$ cat config.mk
export PLATFORM = sky130hd
export DESIGN_NAME = line_port_pin_control
export DESIGN_NICKNAME = d
export VERILOG_FILES = /design/src/line_clock_gen.v /design/src/line_port_pin_control.v
export VERILOG_INCLUDE_DIRS = /design/src /design/src/include
export SDC_FILE = /design/constraint.sdc
export NUM_CORES = 1
export LEC_CHECK = 0
export BUFFER_PORTS_ARGS = -buffer_cell sky130_fd_sc_hd__buf_2
export CORE_MARGIN = 3
export CORE_UTILIZATION = 54
export CTS_BUF_LIST = sky130_fd_sc_hd__clkbuf_8
export CTS_CLUSTER_DIAMETER = 40
export DETAILED_ROUTE_END_ITERATION = 7
export GPL_TIMING_DRIVEN = 0
export PLACE_DENSITY = 0.81
export SLEW_MARGIN = 20
export SYNTH_ARGS = -nofsm -noshare
export SYNTH_HDL_FRONTEND = slang
export SYNTH_HIERARCHICAL = 1
export SYNTH_SLANG_ARGS = --single-unit
export TNS_END_PERCENT = 20
$ cat constraint.sdc
create_clock -name clk_i -period 3 [get_ports clk_i]
set_input_delay 0.45 -clock clk_i [delete_from_list [all_inputs] [get_ports clk_i]]
set_output_delay 0.45 -clock clk_i [all_outputs]
set_load 0.02 [all_outputs]
$ cat src/include/line_port_defs.vh
// offsets, field positions, reset values and timing counts for line port pin control
// What this block does
// - writing a one to an async port bit drives its pin, bits 0-3 the tx data pins, bits 4-7 the rts pins.
// - reading the async port register returns live pins, bits 0-3 rx data, bits 4-7 cts.
// - each async port bit is usable only while its channel is in asynchronous mode.
// - channels 3, 2 and 1 are reachable only while their select bit in the pin group register is set.
// - bit 2 of a line clock control register makes the clock pin an input when clear and an output when set.
// - the two-bit rate field picks 2.048, 4.096, 8.192 or 16.384 MHz.
// - the rate only matters while the clock pin is an output, otherwise the outside sets the clock.
// - after reset every clock pin is an input with the 2.048 MHz rate code.
// - unused bits of the line clock control registers read as zero.
// - select bit 0 gives the backplane pins to channel 1 when set, to the backplane when clear.
// - select bit 1 gives pcm ports 0 and 2 pins to channel 2 when set, to pcm when clear.
// - select bit 2 gives pcm ports 1 and 3 pins to channel 3 when set, to pcm when clear.
`ifndef LINE_PORT_DEFS_VH
`define LINE_PORT_DEFS_VH

// ----------------------------------------------------------------
// register indices (byte address is four times the index)
// ----------------------------------------------------------------
`define LCLK_CTRL0_IDX   16'hD08A
`define LCLK_CTRL1_IDX   16'hD08B
`define LCLK_CTRL2_IDX   16'hD08C
`define LCLK_CTRL3_IDX   16'hD08D
`define ASYNC_PORT_IDX   16'hD0D2
`define PIN_GROUP_IDX    16'hD14A
`define ASYNC_MODE_IDX   16'hD0F0

// ----------------------------------------------------------------
// fields and reset values
// ----------------------------------------------------------------
`define LCLK_RATE_LSB    0
`define LCLK_OE_BIT      2
`define LCLK_CTRL_W      3
`define LCLK_CTRL_RST    3'h0
`define PIN_GROUP_W      3
`define PIN_GROUP_RST    3'h0
`define ASYNC_PORT_RST   8'h00
`define ASYNC_MODE_RST   4'h0

// ----------------------------------------------------------------
// clock rates in kHz and the system clock
// ----------------------------------------------------------------
`define SYS_CLK_KHZ      100000
`define RATE0_KHZ        17'd2048
`define RATE1_KHZ        17'd4096
`define RATE2_KHZ        17'd8192
`define RATE3_KHZ        17'd16384
`define ACC_W            18
`define ACC_MOD          18'd100000

`endif

$ cat src/line_clock_gen.v
// one line clock generator: phase accumulator giving the selected rate
`timescale 1ns/100ps
`include "line_port_defs.vh"
module line_clock_gen #(
    parameter ACC_W = `ACC_W
) (
    // clock and reset
    input  wire       clk_i,
    input  wire       rst_i,
    // control
    input  wire       out_en_i,
    input  wire [1:0] rate_i,
    // clock pin
    output reg        line_clock_o,
    output wire       line_clock_oe_o
);
    // ----------------------------------------------------------------
    // fractional divider
    // ----------------------------------------------------------------
    // a half period equals 2*rate kHz out of 100 MHz; jitter of one clk is
    // the price of exact average frequency without a pll
    function [ACC_W-1:0] step_of;
        input [1:0] r;
        begin
            case (r)
                2'h0:    step_of = {`RATE0_KHZ, 1'b0};
                2'h1:    step_of = {`RATE1_KHZ, 1'b0};
                2'h2:    step_of = {`RATE2_KHZ, 1'b0};
                default: step_of = {`RATE3_KHZ, 1'b0};
            endcase
        end
    endfunction

    reg  [ACC_W-1:0] acc_r;
    wire [ACC_W:0]   sum = {1'b0, acc_r} + {1'b0, step_of(rate_i)};

    assign line_clock_oe_o = out_en_i;

    always @(posedge clk_i) begin
        if (rst_i || !out_en_i) begin
            acc_r        <= {ACC_W{1'b0}};
            line_clock_o <= 1'b0;
        end else if (sum >= {1'b0, `ACC_MOD}) begin
            acc_r        <= sum[ACC_W-1:0] - `ACC_MOD;
            line_clock_o <= ~line_clock_o;
        end else begin
            acc_r        <= sum[ACC_W-1:0];
        end
    end
endmodule // line_clock_gen

$ cat src/line_port_pin_control.v
// line port pin control: async port, line clock pins and pin group select
//
// Register access over Wishbone was chosen for this implementation.
`timescale 1ns/100ps
`include "line_port_defs.vh"
module line_port_pin_control #(
    parameter NCH = 4
) (
    // clock and reset
    input  wire        clk_i,
    input  wire        rst_i,
    // wishbone slave
    input  wire        cyc_i,
    input  wire        stb_i,
    input  wire        we_i,
    input  wire [17:0] adr_i,
    input  wire [3:0]  sel_i,
    input  wire [31:0] dat_i,
    output reg  [31:0] dat_o,
    output reg         ack_o,
    // async pins
    output wire [3:0]  line_tx_data_o,
    output wire [3:0]  line_tx_data_oe_o,
    output wire [3:0]  line_request_to_send_o,
    output wire [3:0]  line_request_to_send_oe_o,
    input  wire [3:0]  line_rx_data_i,
    input  wire [3:0]  line_clear_to_send_i,
    // line clock pins
    output wire [3:0]  line_clock_o,
    output wire [3:0]  line_clock_oe_o,
    // pin group steering
    output wire        backplane_pins_to_channel1_o,
    output wire        pcm02_pins_to_channel2_o,
    output wire        pcm13_pins_to_channel3_o
);
    // ----------------------------------------------------------------
    // registers
    // ----------------------------------------------------------------
    reg [`LCLK_CTRL_W-1:0] lclk_ctrl_r [0:3];
    reg [7:0]              port_pin_bits_r;
    reg [`PIN_GROUP_W-1:0] pin_group_r;
    reg [3:0]              async_mode_r;

    // channel usable in async mode: channels 1..3 also need their pin group
    wire [3:0] reach = {pin_group_r[2], pin_group_r[1], pin_group_r[0], 1'b1};
    wire [3:0] usable = async_mode_r & reach;
    wire [7:0] bit_ok = {usable, usable};

    wire [15:0] idx    = adr_i[17:2];
    wire        req    = cyc_i && stb_i && !ack_o;
    // a write lands at the edge where the master sees ack, never earlier
    wire        wr     = cyc_i && stb_i && ack_o && we_i && sel_i[0];
    wire        is_clk = (idx >= `LCLK_CTRL0_IDX) && (idx <= `LCLK_CTRL3_IDX);
    wire [1:0]  clk_n  = idx[1:0] - 2'h2;

    // ----------------------------------------------------------------
    // register writes
    // ----------------------------------------------------------------
    integer i;
    always @(posedge clk_i) begin
        if (rst_i) begin
            for (i = 0; i < 4; i = i + 1)
                lclk_ctrl_r[i] <= `LCLK_CTRL_RST;
            port_pin_bits_r <= `ASYNC_PORT_RST;
            pin_group_r     <= `PIN_GROUP_RST;
            async_mode_r    <= `ASYNC_MODE_RST;
        end else if (wr) begin
            if (is_clk)
                lclk_ctrl_r[clk_n] <= dat_i[`LCLK_CTRL_W-1:0];
            if (idx == `ASYNC_PORT_IDX)
                port_pin_bits_r <= (dat_i[7:0] & bit_ok) | (port_pin_bits_r & ~bit_ok);
            if (idx == `PIN_GROUP_IDX)
                pin_group_r <= dat_i[`PIN_GROUP_W-1:0];
            if (idx == `ASYNC_MODE_IDX)
                async_mode_r <= dat_i[3:0];
        end
    end

    // ----------------------------------------------------------------
    // bus answer: registered ack one cycle after the request, unmapped reads return zero
    // ----------------------------------------------------------------
    reg [31:0] rd_nxt;
    always @* begin
        rd_nxt = 32'h0000_0000;
        if (is_clk)
            rd_nxt = {29'h0, lclk_ctrl_r[clk_n]};
        else if (idx == `ASYNC_PORT_IDX)
            rd_nxt = {24'h0, {line_clear_to_send_i, line_rx_data_i} & bit_ok};
        else if (idx == `PIN_GROUP_IDX)
            rd_nxt = {29'h0, pin_group_r};
        else if (idx == `ASYNC_MODE_IDX)
            rd_nxt = {28'h0, async_mode_r};
    end

    always @(posedge clk_i) begin
        if (rst_i) begin
            ack_o <= 1'b0;
            dat_o <= 32'h0000_0000;
        end else begin
            ack_o <= req;
            dat_o <= req ? rd_nxt : 32'h0000_0000;
        end
    end

    // ----------------------------------------------------------------
    // pins
    // ----------------------------------------------------------------
    // pins of a channel out of async mode are released so the framer may own them
    assign line_tx_data_o            = port_pin_bits_r[3:0];
    assign line_request_to_send_o    = port_pin_bits_r[7:4];
    assign line_tx_data_oe_o         = usable;
    assign line_request_to_send_oe_o = usable;

    assign backplane_pins_to_channel1_o = pin_group_r[0];
    assign pcm02_pins_to_channel2_o     = pin_group_r[1];
    assign pcm13_pins_to_channel3_o     = pin_group_r[2];

    genvar g;
    generate
        for (g = 0; g < 4; g = g + 1) begin : gen_clk
            line_clock_gen u_gen (
                .clk_i           (clk_i),
                .rst_i           (rst_i),
                .out_en_i        (lclk_ctrl_r[g][`LCLK_OE_BIT]),
                .rate_i          (lclk_ctrl_r[g][1:0]),
                .line_clock_o    (line_clock_o[g]),
                .line_clock_oe_o (line_clock_oe_o[g])
            );
        end
    endgenerate
endmodule // line_port_pin_control

* After elaboration in Yosys (flattened, before gate mapping)
Memories as Yosys holds them, arrays and structs flattened.
Cells that the tools add are included.
** Storage, ports and cells
- Logic and storage cells :: 100
- RAM bits :: 12
- Output and inout bits :: 60
- Memories kept :: 1
- Bits in registers :: 124
- Bits of input ports :: 67
** Memory list
- lclk_ctrl_r :: words 4, bits a word 3, rd ports 5, clocked after Yosys merged registers in 0, write ports 4, line line_port_pin_control.v:39 : reg [`LCLK_CTRL_W-1:0] lclk_ctrl_r [0:3];
** Operators by class
- $lt $le $gt $ge :: 6
- Equal/unequal tests :: 11
- Bitwise logic cells :: 11
- $add $sub $neg :: 9
- Reduce and logical (&&, ||, !) cells :: 26
- Muxes and demuxes :: 21
** Operators with widths (count)
- $pmux W16 S3 :: 4
- $add A18 B16 Y19 :: 4
- $ge A19 B17 Y1 const B :: 4
- $mux W18 :: 4
- $sub A18 B17 Y18 const B :: 4
- $eq A16 B16 Y1 const B :: 3
- $and A8 B8 Y8 :: 3
- $ge A16 B16 Y1 const B :: 1
- $le A16 B16 Y1 const B :: 1
- $eq A2 B1 Y1 const B :: 4
- $eq A2 B2 Y1 const B :: 4
- $logic_not A2 Y1 :: 4
- $mux W4 :: 2
- $mux W8 :: 1
- $not A8 Y8 :: 1
- $or A8 B8 Y8 :: 1
- $mux W1 :: 7
- $logic_and A1 B1 Y1 :: 6
- $mux W3 :: 2
- $reduce_and A2 Y1 :: 3
- $reduce_or A3 Y1 :: 2
- $logic_not A1 Y1 :: 5
- $not A1 Y1 :: 5
- $reduce_or A5 Y1 :: 1
- 5 further kinds :: 8

* Logic depth before layout (Yosys ltp)
- Depth in word-level cells :: 9
- Gate-level depth with buffers :: 12

* Hierarchy
The synthesis kept the hierarchy.
** By module, submodules not included
- line_clock_gen at gen_clk[0].u_gen ... :: sequential area each 280.3 um2, cells each 110, times used 3, area an instance 947.2 um2
- line_port_pin_control :: sequential area each 840.8 um2, cells each 224, times used 1, area an instance 2093.3 um2
- line_clock_gen at gen_clk[3].u_gen :: sequential area each 280.3 um2, cells each 116, times used 1, area an instance 957.2 um2

* Least setup slack after synthesis
No wires, ideal clock.
- Path kind :: register -> register
- Start point :: memory lclk_ctrl_r[3][0] (netlist name)
- End point :: register gen_clk[3].u_gen.acc_r[12]
- Arrival :: 2.418 ns
- Stages on the path, launching flop included :: 12
- Path buffers :: 1
- Period minus slack after synthesis :: 2.489 ns
- Setup slack :: 0.511 ns
- Cells stage by stage :: edfxtp_1 nor2_1 ha_1 inv_1 fa_1 nand2b_1 a21oi_2 xor2_2 a32oi_2 buf_6 or3_1 a21oi_1
** RTL lines
- from (decl) :: line line_port_pin_control.v:39
- to (signal assigned) :: line line_clock_gen.v:41 : acc_r <= {ACC_W{1'b0}};
- to (signal assigned) :: line line_clock_gen.v:44 : acc_r <= sum[ACC_W-1:0] - `ACC_MOD;
- to (signal assigned) :: line line_clock_gen.v:47 : acc_r <= sum[ACC_W-1:0];
- to (decl) :: line line_clock_gen.v:34 : reg [ACC_W-1:0] acc_r;

==> reports/results.ini <==
[finish]
area_delta_synth_final_pct=13.9
num-fill-cells=917
multiInputGateArea_um2=3490
instances_no_fill=920
layout-drive-gt1-share=0.226
final_area_um2=6710
regArea_um2=1960
nets=874
diodes=0
final_core_util=0.641

[timing]
fin_crit_ns=2.79
worstMarginPinSlew_ns=0.933
period_share=0.930
hold_viol_final=0
drv_slew=0
worst_slack_ns=0.211
slew_headroom=0.372
skew_ns=0.0128
fmax_ghz=0.359
setup_violations=0
rsz0062_at_grt=yes

[place]
place_area_um2=6510
place_inst=901
dp_slack_ns=0.210
hpwl_um=10300
gp_congestion=0.878
io_buffers=72

[floorplanning]
initial_core_util=0.563
die_w_um=110
ios=127
fp-row-count=37
core-area_um2=10500
die_h_um=110
die_area_um2=12200

[routing]
ant_nets=0
wl_um=13300
first_pass_iters=5
drt_iter0_drc=331
wire_per_inst_um=14.5
viasPerCell=5.60
vias=5148
drcViolationCount=0

[pwr]
power_density_nw_per_um2=340
ir_worst_vdd_uv=183
p_int_mw=1.67
share_seq_of_total_power=0.554
clock_power_share=0.339
swShare=0.266
combPwrFrac=0.107
p_sw_mw=0.606
p_leak_nw=2.75

[synth]
yosysMostFrequentCell=dfxtp_1
synth_edf_count=12
ys_seq_elements=92
synthCells=670
synth_commonest_cells=dfxtp_1 (80), a21oi_1 (50), o21ai_0 (44), nor2_1 (42), buf_4 (33)
ys.flop_type=dfxtp_1
syn_avg_cell_area_um2=8.79
synth_cell_types=65
synth_warnings=6
yosys.area.top_type=dfxtp_1
synthTopCellsByArea=dfxtp_1 (27%), edfxtp_1 (6.1%), ha_1 (5.1%)
synth_seq_area_share=0.333
synth_top_area_frac=0.272
syn-cell-area_um2=5890
ys_async_sr_fraction=0

[job]
cap_violations=0

[hold_path]
hp-class=primary input to flip-flop

[clocking]
path_clk_slew_ns=0.09
clock_sinks=92
clockBufferDepth=2
cts_hold_buffers=0
cts_max_level=3
cts_tree=done
cts-root-buf=clkbuf_8
worstSkewPairLatency_ns=0.36
cts_inserted_buffers=9

[outcome]
status=finished, final reports clean

[setup_path]
critPathKind=flip-flop to flip-flop
crit_required_ns=3.29
cp_max_fo=10
crit_path_start_kind=flip-flop
critPathArrivalTime_ns=3.08
critPathCaptureType=flip-flop

[global_routing]
grt_pass1_vias=5008
grt_overflow_total=0
grt_pass1_wl_um=22600
grt_antenna_before_repair=0
grt.total_usage=0.218
grt_start_max_net_pins=16

==> metal layers <==
metal / GRT usage / share of wire / wire, µm / vias to the layer above
met1: 0.277 / 0.44 / 5870 / 2424
met5: 0 / 0 / 0 / -
met4: 0.0722 / 0.018 / 236 / 0
li1: - / - / - / 2592
met3: 0.0340 / 0.044 / 592 / 20
met2: 0.376 / 0.50 / 6640 / 112
==> cells in the final DEF (no fill, tap or decap), types with 5 or more instances in the layout <==
cell / Yosys / routed
and3_1: 12 / 12
o21a_1: 6 / 6
nand4_1: 12 / 12
nand2b_1: 19 / 19
nor3_1: 17 / 17
nor2b_1: 16 / 16
or3_1: 27 / 27
inv_1: 29 / 29
and4b_1: 6 / 6
buf_4: 33 / 36
a21oi_2: 7 / 7
clkbuf_8: 0 / 10
o21ai_0: 44 / 44
o21ai_1: 21 / 21
conb_1: 1 / 24
nand2_1: 20 / 20
a21oi_1: 50 / 50
and4_1: 5 / 5
nand3_1: 26 / 26
xor2_1: 7 / 7
nor3b_1: 6 / 6
and2_1: 15 / 15
edfxtp_1: 12 / 12
xnor2_1: 16 / 16
buf_6: 6 / 6
clkbuf_1: 14 / 14
buf_2: 1 / 73
dfxtp_1: 80 / 80
o31ai_1: 8 / 8
nor2_1: 42 / 42
ha_1: 24 / 24
nand4b_1: 6 / 6
==> per-stage QoR <==
step,hold WS (ns),power [mW],TNS (ns)
2_1_floorplan,0.454,1.46,0
3_3_place_gp,0.457,1.52,0
5_1_grt,0.291,2.38,-0.00665
6_report,0.305,2.28,0
3_5_place_dp,0.467,1.53,0
4_1_cts,0.295,2.29,0
==> cell families (layout without fill, tap and decap cells) <==
group | after synthesis | after routing | synth area share
AND/OR/NAND/NOR | 260 | 260 | 0.267
XOR/XNOR | 30 | 30 | 0.0535
flip-flops | 92 | 92 | 0.333
multiplexers | 3 | 3 | 0.0115
AO/OA/AOI/OAI | 170 | 170 | 0.181
other | 1 | 24 | 0.000636
adder cells (fa/ha/maj) | 28 | 28 | 0.0646
buffers and inverters | 86 | 177 | 0.0894
==> repair_timing <==
action                                 CTS  global route
endpoints found under the hold margin    0             0
resized for setup                        0             0
setup endpoints to repair                0             3
buffers inserted                         0             3
==> worst max-delay path: stages, from the launching register on <==
cell and delay, ns:
edfxtp_1 0.48, nor2_1 0.15, ha_1 0.18, inv_1 0.06
fa_1 0.41, nand2b_1 0.19, a21oi_2 0.17, xor2_2 0.27
a31oi_2 0.16, buf_6 0.17, or3_1 0.34, a21oi_1 0.14
==> state kept, by name (all words and copies together) (netlist names), named ones only <==
register	flops
gen_clk.u_gen/acc_r	52
async_mode_r	4
dat_o	8
pin_group_r	3
gen_clk.u_gen/line_clock_o	4
ack_o	1
lclk_ctrl_r	12
==> power groups by stage <==
stage | logic (mW) | clock network (mW) | registers, mW
2_1_floorplan | 0.174 | 0 | 1.29
3_3_place_gp | 0.233 | 0 | 1.29
3_5_place_dp | 0.241 | 0 | 1.29
4_1_cts | 0.242 | 0.786 | 1.26
5_1_grt | 0.270 | 0.846 | 1.26
6_report | 0.243 | 0.774 | 1.26
==> final timing paths <==
path                                   startpoint                                    end  slack, ns  cells past startpoint
setup / recovery  lclk_ctrl_r[0][0]$_SDFFCE_PN0P_  gen_clk[0].u_gen/acc_r[12]$_SDFF_PP0_       0.21                     11
hold / removal            line_clear_to_send_i[3]                    dat_o[7]$_SDFF_PP0_       0.31                      2
setup reg to reg  lclk_ctrl_r[0][0]$_SDFFCE_PN0P_  gen_clk[0].u_gen/acc_r[12]$_SDFF_PP0_       0.21                     11
hold reg to reg                         flip-flop                              flip-flop       0.48                      2
==> area by class of cell <==
class | instances | area share
multi-input cells | 515 | 0.520
flip-flops and latches | 92 | 0.292
plain buffers | 57 | 0.0623
repair buffers | 75 | 0.0571
well taps | 136 | 0.0254
clock buffers | 10 | 0.0205
inverters | 29 | 0.0162
clock inverters | 6 | 0.00597
(Power assumes the default switching activity.)
